`src/design/spict_pkg.sv`:
```
package spict_pkg;

  // Core register addresses and reset values
  localparam logic [7:0] RATE_ADDR = 8'ha2;
  localparam logic [7:0] DATA_ADDR = 8'ha3;
  localparam logic [7:0] RATE_RESET = 8'h00;
  localparam logic [7:0] DATA_RESET = 8'h00;
  localparam logic [7:0] READ_ZERO = 8'h00;

  // Slave select pin handling
  localparam logic [1:0] SEL_UNUSED = 2'h0;
  localparam logic [1:0] SEL_INPUT = 2'h1;
  localparam int SEL_OUT_BIT = 1;

  // Transfer shape
  localparam logic [3:0] LAST_BIT = 4'h7;
  localparam logic [4:0] LAST_EDGE = 5'h10;
  localparam logic [4:0] MASTER_END_PHASE0 = 5'h10;
  localparam logic [4:0] MASTER_END_PHASE1 = 5'h11;
  localparam logic [4:0] FIRST_LATE_SHIFT = 5'h03;

  // Timing in core clock periods
  localparam int SYNC_LAT = 3;
  localparam int SLH_MIN_PERIODS = 6;
  localparam int SLH_MAX_PERIODS = 8;
  localparam int SLH_TARGET = (SLH_MIN_PERIODS + SLH_MAX_PERIODS) / 2;
  localparam logic [2:0] SLH_COUNT = 3'(SLH_TARGET - SYNC_LAT - 2);

  // Edge that moves the clock away from its idle level
  function automatic logic spict_leading(input logic prev, input logic cur, input logic pol);
    spict_leading = (prev == pol) && (cur != pol);
  endfunction

  // Edge that returns the clock to its idle level
  function automatic logic spict_trailing(input logic prev, input logic cur, input logic pol);
    spict_trailing = (prev != pol) && (cur == pol);
  endfunction

endpackage

```
`src/design/spict_sync.sv`:
```
`timescale 1ns/100ps
module spict_sync
  import spict_pkg::*;
#(
  parameter logic RESET_LEVEL = 1'b0
) (
  // Clock and reset
  input wire logic ref_clk,
  input wire logic reset,
  // Pin side
  input wire logic pinIn,
  // Filtered level
  output logic level
);

  typedef struct packed {
    logic s1;
    logic s2;
    logic s3;
    logic held;
  } spict_sync_state_t;

  spict_sync_state_t st_q;
  spict_sync_state_t st_d;

  // First stage is only read by the second; a change counts once stages two and three agree
  always_comb begin
    st_d = st_q;
    st_d.s1 = pinIn;
    st_d.s2 = st_q.s1;
    st_d.s3 = st_q.s2;
    if (st_q.s2 == st_q.s3) begin
      st_d.held = st_q.s3;
    end
  end

  // Agreement is used directly so the filtered level lags the pin by three edges only
  assign level = (st_q.s2 == st_q.s3) ? st_q.s3 : st_q.held;

  // State register
  always_ff @(posedge ref_clk) begin
    if (reset) begin
      st_q <= {RESET_LEVEL, RESET_LEVEL, RESET_LEVEL, RESET_LEVEL};
    end else begin
      st_q <= st_d;
    end
  end

endmodule

```
`src/design/spict_rate_div.sv`:
```
`timescale 1ns/100ps
module spict_rate_div
  import spict_pkg::*;
(
  // Clock and reset
  input wire logic ref_clk,
  input wire logic reset,
  // Control
  input wire logic run,
  input wire logic [7:0] divisor,
  // One-cycle pulse per serial clock half period
  output logic halfTick
);

  typedef struct packed {
    logic [7:0] count;
    logic tick;
  } spict_div_state_t;

  spict_div_state_t st_q;
  spict_div_state_t st_d;

  // Half period is divisor plus one core clocks, never shorter than one
  always_comb begin
    st_d = st_q;
    st_d.tick = 1'b0;
    if (!run) begin
      st_d.count = 8'h00;
    end else if (st_q.count == divisor) begin
      st_d.count = 8'h00;
      st_d.tick = 1'b1;
    end else begin
      st_d.count = st_q.count + 8'h01;
    end
  end

  assign halfTick = st_q.tick;

  // State register
  always_ff @(posedge ref_clk) begin
    if (reset) begin
      st_q <= '0;
    end else begin
      st_q <= st_d;
    end
  end

endmodule

```
`src/design/spict_core.sv`:
```
`timescale 1ns/100ps
// Notes on behaviour
// - Master serial clock is core clock over twice the sum of divider and one.
// - Data write loads transmit buffer; in master role it starts a transfer.
// - Data read returns the receive buffer, never the transmit buffer.
// - Polarity select one inverts idle and active clock levels, timing unchanged.
// - Master clock high and low phases each last at least one core clock.
// - Slave drives valid MISO within four core clocks of select falling.
// - Slave releases MISO within four core clocks of select rising.
// - Slave updates MISO within four core clocks of each shifting edge.
// - Slave with phase one changes MISO six to eight clocks after final edge.
// - Transfer completion sets done flag; software clears; raises interrupt when enabled.
// - Data write during a transfer sets collision flag, and interrupt when enabled; software clears.
// - Master samples MISO at the bit-ending edge; slave samples MOSI mid-bit.
// - Select mode 00 unused, 01 input, 1x output following mode low bit.
module spict_core
  import spict_pkg::*;
(
  // Clock and reset
  input wire logic ref_clk,
  input wire logic reset,
  // Special function register port
  input wire logic [7:0] sfrAddr,
  input wire logic sfrWrEn,
  input wire logic sfrRdEn,
  input wire logic [7:0] sfrWrData,
  output logic [7:0] sfrRdData,
  // Port configuration
  input wire logic spiEnable,
  input wire logic masterMode,
  input wire logic clockPolaritySel,
  input wire logic clockPhaseSel,
  input wire logic [1:0] selectPinMode,
  input wire logic irqEnable,
  // Flags and interrupt
  input wire logic clrTransferDone,
  input wire logic clrWriteCollision,
  output logic transferDoneFlag,
  output logic writeCollisionFlag,
  output logic portIrq,
  // Serial clock pin
  input wire logic sckIn,
  output logic sckOut,
  output logic sckOe,
  // Master out slave in pin
  input wire logic mosiIn,
  output logic mosiOut,
  output logic mosiOe,
  // Master in slave out pin
  input wire logic misoIn,
  output logic misoOut,
  output logic misoOe,
  // Slave select pin
  input wire logic slaveSelectInN,
  output logic slaveSelectOutN,
  output logic slaveSelectOe
);

  typedef enum logic [0:0] {
    MS_IDLE,
    MS_RUN
  } spict_mstate_t;

  typedef struct packed {
    spict_mstate_t mState;
    logic [4:0] phase;
    logic [7:0] rate;
    logic [7:0] txBuf;
    logic [7:0] rxBuf;
    logic [7:0] shift;
    logic [3:0] bits;
    logic sckPrev;
    logic selPrev;
    logic slhArm;
    logic [2:0] slhCnt;
    logic doneFlag;
    logic wcolFlag;
    logic irq;
    logic [7:0] rdData;
    logic sckOut;
    logic sckOe;
    logic mosiOut;
    logic mosiOe;
    logic misoOut;
    logic misoOe;
    logic ssnOut;
    logic ssnOe;
  } spict_core_state_t;

  spict_core_state_t st_q;
  spict_core_state_t st_d;

  logic sckS;
  logic mosiS;
  logic misoS;
  logic ssnS;
  logic halfTick;

  // Pin inputs cross into the core clock domain
  spict_sync #(.RESET_LEVEL(1'b0)) u_sync_sck (
    .ref_clk(ref_clk),
    .reset(reset),
    .pinIn(sckIn),
    .level(sckS)
  );

  spict_sync #(.RESET_LEVEL(1'b0)) u_sync_mosi (
    .ref_clk(ref_clk),
    .reset(reset),
    .pinIn(mosiIn),
    .level(mosiS)
  );

  spict_sync #(.RESET_LEVEL(1'b0)) u_sync_miso (
    .ref_clk(ref_clk),
    .reset(reset),
    .pinIn(misoIn),
    .level(misoS)
  );

  // Select idles high so the port is not selected out of reset
  spict_sync #(.RESET_LEVEL(1'b1)) u_sync_ssn (
    .ref_clk(ref_clk),
    .reset(reset),
    .pinIn(slaveSelectInN),
    .level(ssnS)
  );

  // Half period enable for the master serial clock
  spict_rate_div u_rate_div (
    .ref_clk(ref_clk),
    .reset(reset),
    .run(st_q.mState == MS_RUN),
    .divisor(st_q.rate),
    .halfTick(halfTick)
  );

  logic masterOn;
  logic slaveOn;
  logic selected;
  logic selStart;
  logic leadEdge;
  logic trailEdge;
  logic sampleEdge;
  logic shiftEdge;
  logic slaveBusy;
  logic dataWrite;
  logic [4:0] nextPhase;
  logic masterShift;
  logic masterDrive;
  logic [4:0] masterEnd;

  // Role decode and slave edge detection on the filtered serial clock
  always_comb begin
    masterOn = spiEnable && masterMode;
    selected = (selectPinMode == SEL_INPUT) ? !ssnS : 1'b1;
    slaveOn = spiEnable && !masterMode && selected;
    selStart = slaveOn && !st_q.selPrev;
    leadEdge = spict_leading(st_q.sckPrev, sckS, clockPolaritySel);
    trailEdge = spict_trailing(st_q.sckPrev, sckS, clockPolaritySel);
    sampleEdge = clockPhaseSel ? trailEdge : leadEdge;
    shiftEdge = clockPhaseSel ? leadEdge : trailEdge;
    slaveBusy = slaveOn && (st_q.bits != 4'h0);
    dataWrite = sfrWrEn && (sfrAddr == DATA_ADDR);
    nextPhase = st_q.phase + 5'h01;
    masterEnd = clockPhaseSel ? MASTER_END_PHASE1 : MASTER_END_PHASE0;
    // Phase zero takes MISO at the bit-ending edge; phase one from the third edge on
    if (clockPhaseSel) begin
      masterShift = nextPhase[0] && (nextPhase >= FIRST_LATE_SHIFT);
      masterDrive = nextPhase[0];
    end else begin
      masterShift = !nextPhase[0];
      masterDrive = !nextPhase[0];
    end
  end

  // Next state of the whole port
  always_comb begin
    st_d = st_q;
    st_d.sckPrev = sckS;
    st_d.selPrev = slaveOn;

    // Software clears go first so a set from either engine in the same cycle wins
    if (clrTransferDone) begin
      st_d.doneFlag = 1'b0;
    end
    if (clrWriteCollision) begin
      st_d.wcolFlag = 1'b0;
    end

    // Register writes; a busy port refuses the data byte and flags it
    if (sfrWrEn && (sfrAddr == RATE_ADDR)) begin
      st_d.rate = sfrWrData;
    end
    if (dataWrite) begin
      if ((st_q.mState == MS_RUN) || slaveBusy) begin
        st_d.wcolFlag = 1'b1;
      end else begin
        st_d.txBuf = sfrWrData;
      end
    end

    // Master transfer engine
    case (st_q.mState)
      MS_IDLE: begin
        st_d.phase = 5'h00;
        st_d.sckOut = clockPolaritySel;
        if (masterOn && dataWrite) begin
          st_d.shift = sfrWrData;
          st_d.mosiOut = sfrWrData[7];
          st_d.mState = MS_RUN;
        end
      end
      MS_RUN: begin
        if (!masterOn) begin
          st_d.mState = MS_IDLE;
        end else if (halfTick) begin
          st_d.phase = nextPhase;
          if (nextPhase <= LAST_EDGE) begin
            st_d.sckOut = !st_q.sckOut;
          end
          if (masterShift) begin
            st_d.shift = {st_q.shift[6:0], misoS};
          end
          if (masterDrive) begin
            st_d.mosiOut = st_d.shift[7];
          end
          if (nextPhase == masterEnd) begin
            st_d.rxBuf = st_d.shift;
            st_d.doneFlag = 1'b1;
            st_d.mState = MS_IDLE;
          end
        end
      end
      default: begin
        st_d.mState = MS_IDLE;
      end
    endcase

    // Slave transfer engine, timed from filtered pin edges
    if (!slaveOn) begin
      st_d.bits = 4'h0;
      st_d.slhArm = 1'b0;
      st_d.slhCnt = 3'h0;
    end else if (selStart) begin
      st_d.shift = st_d.txBuf;
      st_d.misoOut = st_d.txBuf[7];
      st_d.bits = 4'h0;
    end else begin
      if (shiftEdge) begin
        st_d.misoOut = st_q.shift[7];
      end
      if (sampleEdge) begin
        st_d.shift = {st_q.shift[6:0], mosiS};
        st_d.bits = st_q.bits + 4'h1;
        if (st_q.bits == LAST_BIT) begin
          st_d.rxBuf = {st_q.shift[6:0], mosiS};
          st_d.doneFlag = 1'b1;
          st_d.shift = st_d.txBuf;
          st_d.bits = 4'h0;
          st_d.slhArm = clockPhaseSel;
          st_d.slhCnt = 3'h0;
        end
      end
      // Phase one: present the next byte a fixed delay after the final edge
      if (st_q.slhArm) begin
        st_d.slhCnt = st_q.slhCnt + 3'h1;
        if (st_q.slhCnt == SLH_COUNT) begin
          st_d.misoOut = st_q.shift[7];
          st_d.slhArm = 1'b0;
        end
      end
    end

    // Pin drivers; MISO is released as soon as the port is deselected
    st_d.sckOe = masterOn;
    st_d.mosiOe = masterOn;
    st_d.misoOe = slaveOn;
    st_d.ssnOe = selectPinMode[SEL_OUT_BIT];
    st_d.ssnOut = selectPinMode[SEL_OUT_BIT] ? selectPinMode[0] : 1'b1;
    if (!masterOn && (st_q.mState == MS_IDLE)) begin
      st_d.sckOut = clockPolaritySel;
    end

    // Interrupt follows the flags as they will stand next cycle
    st_d.irq = irqEnable && (st_d.doneFlag || st_d.wcolFlag);

    // Read data answers one cycle after the strobe
    st_d.rdData = READ_ZERO;
    if (sfrRdEn) begin
      if (sfrAddr == DATA_ADDR) begin
        st_d.rdData = st_q.rxBuf;
      end else if (sfrAddr == RATE_ADDR) begin
        st_d.rdData = st_q.rate;
      end
    end
  end

  // State register
  always_ff @(posedge ref_clk) begin
    if (reset) begin
      st_q <= '0;
      st_q.mState <= MS_IDLE;
      st_q.rate <= RATE_RESET;
      st_q.txBuf <= DATA_RESET;
      st_q.rxBuf <= DATA_RESET;
      st_q.ssnOut <= 1'b1;
    end else begin
      st_q <= st_d;
    end
  end

  // Outputs straight from the state register
  assign sfrRdData = st_q.rdData;
  assign transferDoneFlag = st_q.doneFlag;
  assign writeCollisionFlag = st_q.wcolFlag;
  assign portIrq = st_q.irq;
  assign sckOut = st_q.sckOut;
  assign sckOe = st_q.sckOe;
  assign mosiOut = st_q.mosiOut;
  assign mosiOe = st_q.mosiOe;
  assign misoOut = st_q.misoOut;
  assign misoOe = st_q.misoOe;
  assign slaveSelectOutN = st_q.ssnOut;
  assign slaveSelectOe = st_q.ssnOe;

endmodule

```
`config.mk`:
```
export PLATFORM = sky130hd
export DESIGN_NAME = spict_core
export DESIGN_NICKNAME = d
export VERILOG_FILES = /design/src/design/spict_pkg.sv /design/src/design/spict_sync.sv /design/src/design/spict_rate_div.sv /design/src/design/spict_core.sv
export SDC_FILE = /design/constraint.sdc
export NUM_CORES = 1
export LEC_CHECK = 0
export ABC_AREA = 1
export BUFFER_PORTS_ARGS = -buffer_cell sky130_fd_sc_hd__buf_4
export CAP_MARGIN = 5
export CORE_MARGIN = 4
export CORE_UTILIZATION = 40
export CTS_CLUSTER_DIAMETER = 100
export CTS_CLUSTER_SIZE = 16
export DETAILED_ROUTE_END_ITERATION = 8
export HOLD_SLACK_MARGIN = 0.03
export PLACE_DENSITY_LB_ADDON = 0.08
export SLEW_MARGIN = 20
export SYNTH_ARGS = -nofsm -noshare
export SYNTH_HDL_FRONTEND = slang
export SYNTH_SLANG_ARGS = --single-unit
```
`constraint.sdc`:
```
create_clock -name ref_clk -period 2.22 [get_ports ref_clk]
set_input_delay 0.444 -clock ref_clk [delete_from_list [all_inputs] [get_ports ref_clk]]
set_output_delay 0.444 -clock ref_clk [all_outputs]
set_load 0.01 [all_outputs]
```
==> results.txt <==
Peak VDD IR: 386.6 uV
Initial Util: 0.4077
Routed Antenna Nets: 0
Sink Count: 89
Power, Total: 3492 uW
DRT Pass-1 Iters: 5
Fmax: 506.3 MHz
Setup ws final: 0.2450 ns
Hold Path Depth: 2
Relative slew margins: 0.7047
RSZ-0062 raised after global routing: no
Hold Slack: 0.2774 ns
Wirelength per Cell: 14.89 um
Global routing's busiest layer: met2
Worst Tran Pin Value: 0.4429 ns
PD cells: 640.9 nW/um2
Post-synthesis sequential area ratio: 0.3843
Asr flop ratio synth: 0
Routed Wire Length: 13130 um
Clock group share of total power: 0.463
FF+latch count, synth: 89
Die Footprint: 13380 um2
Worst setup SP type: flip-flop
DR iter-0 viols: 363
FF-to-FF path depth: 14
Commonest cells after routing, fill and taps aside: nand2_1 (199), dfxtp_1 (88), inv_1 (87)
Drt drc: 0
CP required: 2.43 ns
Top FF cell, synth: dfxtp_1
TritonCTS clock tree: yes
Synthesized area: 4636 um2
Area of the core: 11370 um2
FF-to-FF End: st_q[36]
N_diodes: 0
Minimum clock period: 1.975 ns
Clock Root Buffer: clkbuf_16
Layout filler cell count: 1188
Max Root-Sink Buffers: 2
R2R setup slack: 0.25 ns
# rows: 39
Synth cell types: 40
Buffers on Ports: 51
Worst Hold Launch: slaveSelectInN
Die H: 115.7 um
Post-synth EDFFs: 0
Syn Nets: 728
Via/cell ratio: 5.120
Max-cap viol count: 0
NumNets Final: 776
Area Overhead vs Synth: 17.54%
Nature of the critical path endpoint: flip-flop
Critical register-to-register path startpoint: st_q[62]
Final HPWL DP: 9795 um
Met2 GRT Util: 0.3167
Met1 usage in global routing: 0.2900
Mapped Cells: 687
Slew Viols, Final: 0
Commonest non-fill, non-tap cell in the layout: nand2_1
Post-place setup slack: -0.05481 ns
GRT met3 Usage: 0.02924
Total track usage: 0.2051
LEAKAGE: 0.002626 uW
Worst-path clk slew: 0.06 ns
Hold Path Class: in -> reg
Worst-Skew Late Latency: 0.35 ns
Inserted Clock Buffers: 9
Largest net degree at the start of global routing: 38
GP Congestion: 0.9277
Vias: 4516
Outcome: completed
Inst Count DP: 866
Initial antenna violation count: 0
Non-Filler Instances: 882
First-pass GRT wire length: 21410 um
IO Pins: 52
Crit path DAT: 2.19 ns
Hold Crit Endpoint: u_sync_ssn.st_d[2]
Setup Skew: 0.006812 ns
Placed instance area: 5115 um2
Syn avg cell area: 6.748 um2
Final worst-path cycle share: 0.8896
Fin. Hold Viols: 0
Cell-internal power: 2685 uW
Hold bufs inserted after CTS: 0
Psw: 806.7 uW
Die Span X: 115.7 um
Sw frac: 0.2310
H-tree depth: 3
Non-Filler Cell Area, Final: 5449 um2
Final setup fails: 0
Layout cells sized above 1: 0.1461
Vias in the first global route: 4292
Sequential power share: 0.467
Logic gate share of total power: 0.069
CP Max Fanout: 9
Synth warn: 0
Total gr overflow: 0
Setup Crit Path Kind: reg -> reg
-- cell type report --
type	count	area, um2	share of cell area
Multi-Input combinational cell	475	2320	0.4257
Sequential cell	89	1783	0.3272
Timing Repair Buffer	65	500.5	0.09185
Inverter	95	356.6	0.06544
Clock buffer	10	229.0	0.04202
Tap cell	143	178.9	0.03284
Clock inverter	5	81.33	0.01493
-- cell families after synthesis --
group,Yosys count,share of synthesized area
and+or+nand+nor,368,0.3495
buffers and inverters,123,0.1158
AOI/OAI and AO/OA,85,0.1023
DFF,89,0.3843
adders and majority gates,8,0.02159
xor gates and xnor gates,14,0.02645
-- worst max-delay path by stage --
stage | startpoint | to | slack [ns] | depth (start not counted)
finish | st_q[62] | st_q[36] | 0.25 | 14
global route | st_q[62] | st_q[33] | 0.05 | 12
CTS | st_q[61] | st_q[40] | 0.16 | 9
detailed placement | sfrAddr[4] | st_q[31] | -0.05 | 12
global placement | sfrAddr[6] | st_q[31] | -0.07 | 12
floorplan | st_q[61] | st_q[44] | 0.45 | 12
-- power groups by stage --
stage	logic (uW)	clock network, uW	registers [uW]
6_report	242	1620	1630
5_1_grt	269	1720	1630
4_1_cts	241	1660	1630
3_5_place_dp	239	0	1670
3_3_place_gp	239	0	1670
2_1_floorplan	134	0	1660
-- cells in the mapped netlist, drive strengths merged (3+ instances only) --
| cell type | count | area share |
|---|---|---|
| ha | 8 | 0.022 |
| a21oi | 51 | 0.055 |
| buf | 22 | 0.033 |
| nand3 | 67 | 0.073 |
| inv | 92 | 0.074 |
| nand4 | 16 | 0.023 |
| clkbuf | 5 | 0.0040 |
| nor2 | 62 | 0.055 |
| or2 | 4 | 0.0054 |
| nor3 | 6 | 0.010 |
| nand2 | 205 | 0.17 |
| xor2 | 13 | 0.025 |
| dfxtp | 89 | 0.38 |
| nor3b | 4 | 0.0065 |
| clkinv | 3 | 0.0024 |
| o21ai | 19 | 0.021 |
| o21a | 8 | 0.013 |
-- per-stage QoR --
| stage | util | setup TNS, ns |
|---|---|---|
| after floorplan | - | 0 |
| after global placement | 0.4499 | -0.07366 |
| after detailed placement | 0.4499 | -0.05481 |
| after CTS | 0.4772 | 0 |
| after global routing | 0.4793 | 0 |
| final | 0.4793 | 0 |
-- flip-flops by register name, indices dropped and copies added (netlist names), 2 cells and up --
| register | count |
|---|---|
| u_sync_ssn.st_q | 2 |
| u_sync_sck.st_q | 2 |
| u_rate_div.st_q | 8 |
| u_sync_miso.st_q | 2 |
| st_q | 46 |
| u_sync_mosi.st_q | 2 |
| sfrRdData | 8 |
| u_sync_sck.st_d | 2 |
| u_sync_ssn.st_d | 2 |
| u_sync_mosi.st_d | 2 |
| u_sync_miso.st_d | 2 |
-- worst max-delay path, stage by stage, from the launching register on --
cell and delay, ns:
dfxtp_1 0.43, ha_1 0.24, nand3_1 0.09, nand2_1 0.07
nand2_1 0.11, nor2_2 0.15, nand2_4 0.12, nand2_4 0.13
nand2_1 0.08, nand3_1 0.08, nand2_1 0.09, nand2_1 0.08
nand2_1 0.05, nand2_1 0.07, a21oi_1 0.06
-- metal layers --
| layer | up-vias | part of all wire | wire length (um) |
|---|---|---|---|
| met4 | 0 | 0.019 | 250 |
| met1 | 2041 | 0.48 | 6271 |
| met5 | - | 0 | 0 |
| li1 | 2270 | - | - |
| met3 | 24 | 0.063 | 832 |
| met2 | 181 | 0.44 | 5779 |
-- timing repair --
item                                    in CTS  in global routing
hold endpoints to repair                     0                  0
setup buffers                                0                  1
gates resized for setup                      0                  2
endpoints found under the setup margin       0                  6
(Power assumes the default switching activity.)
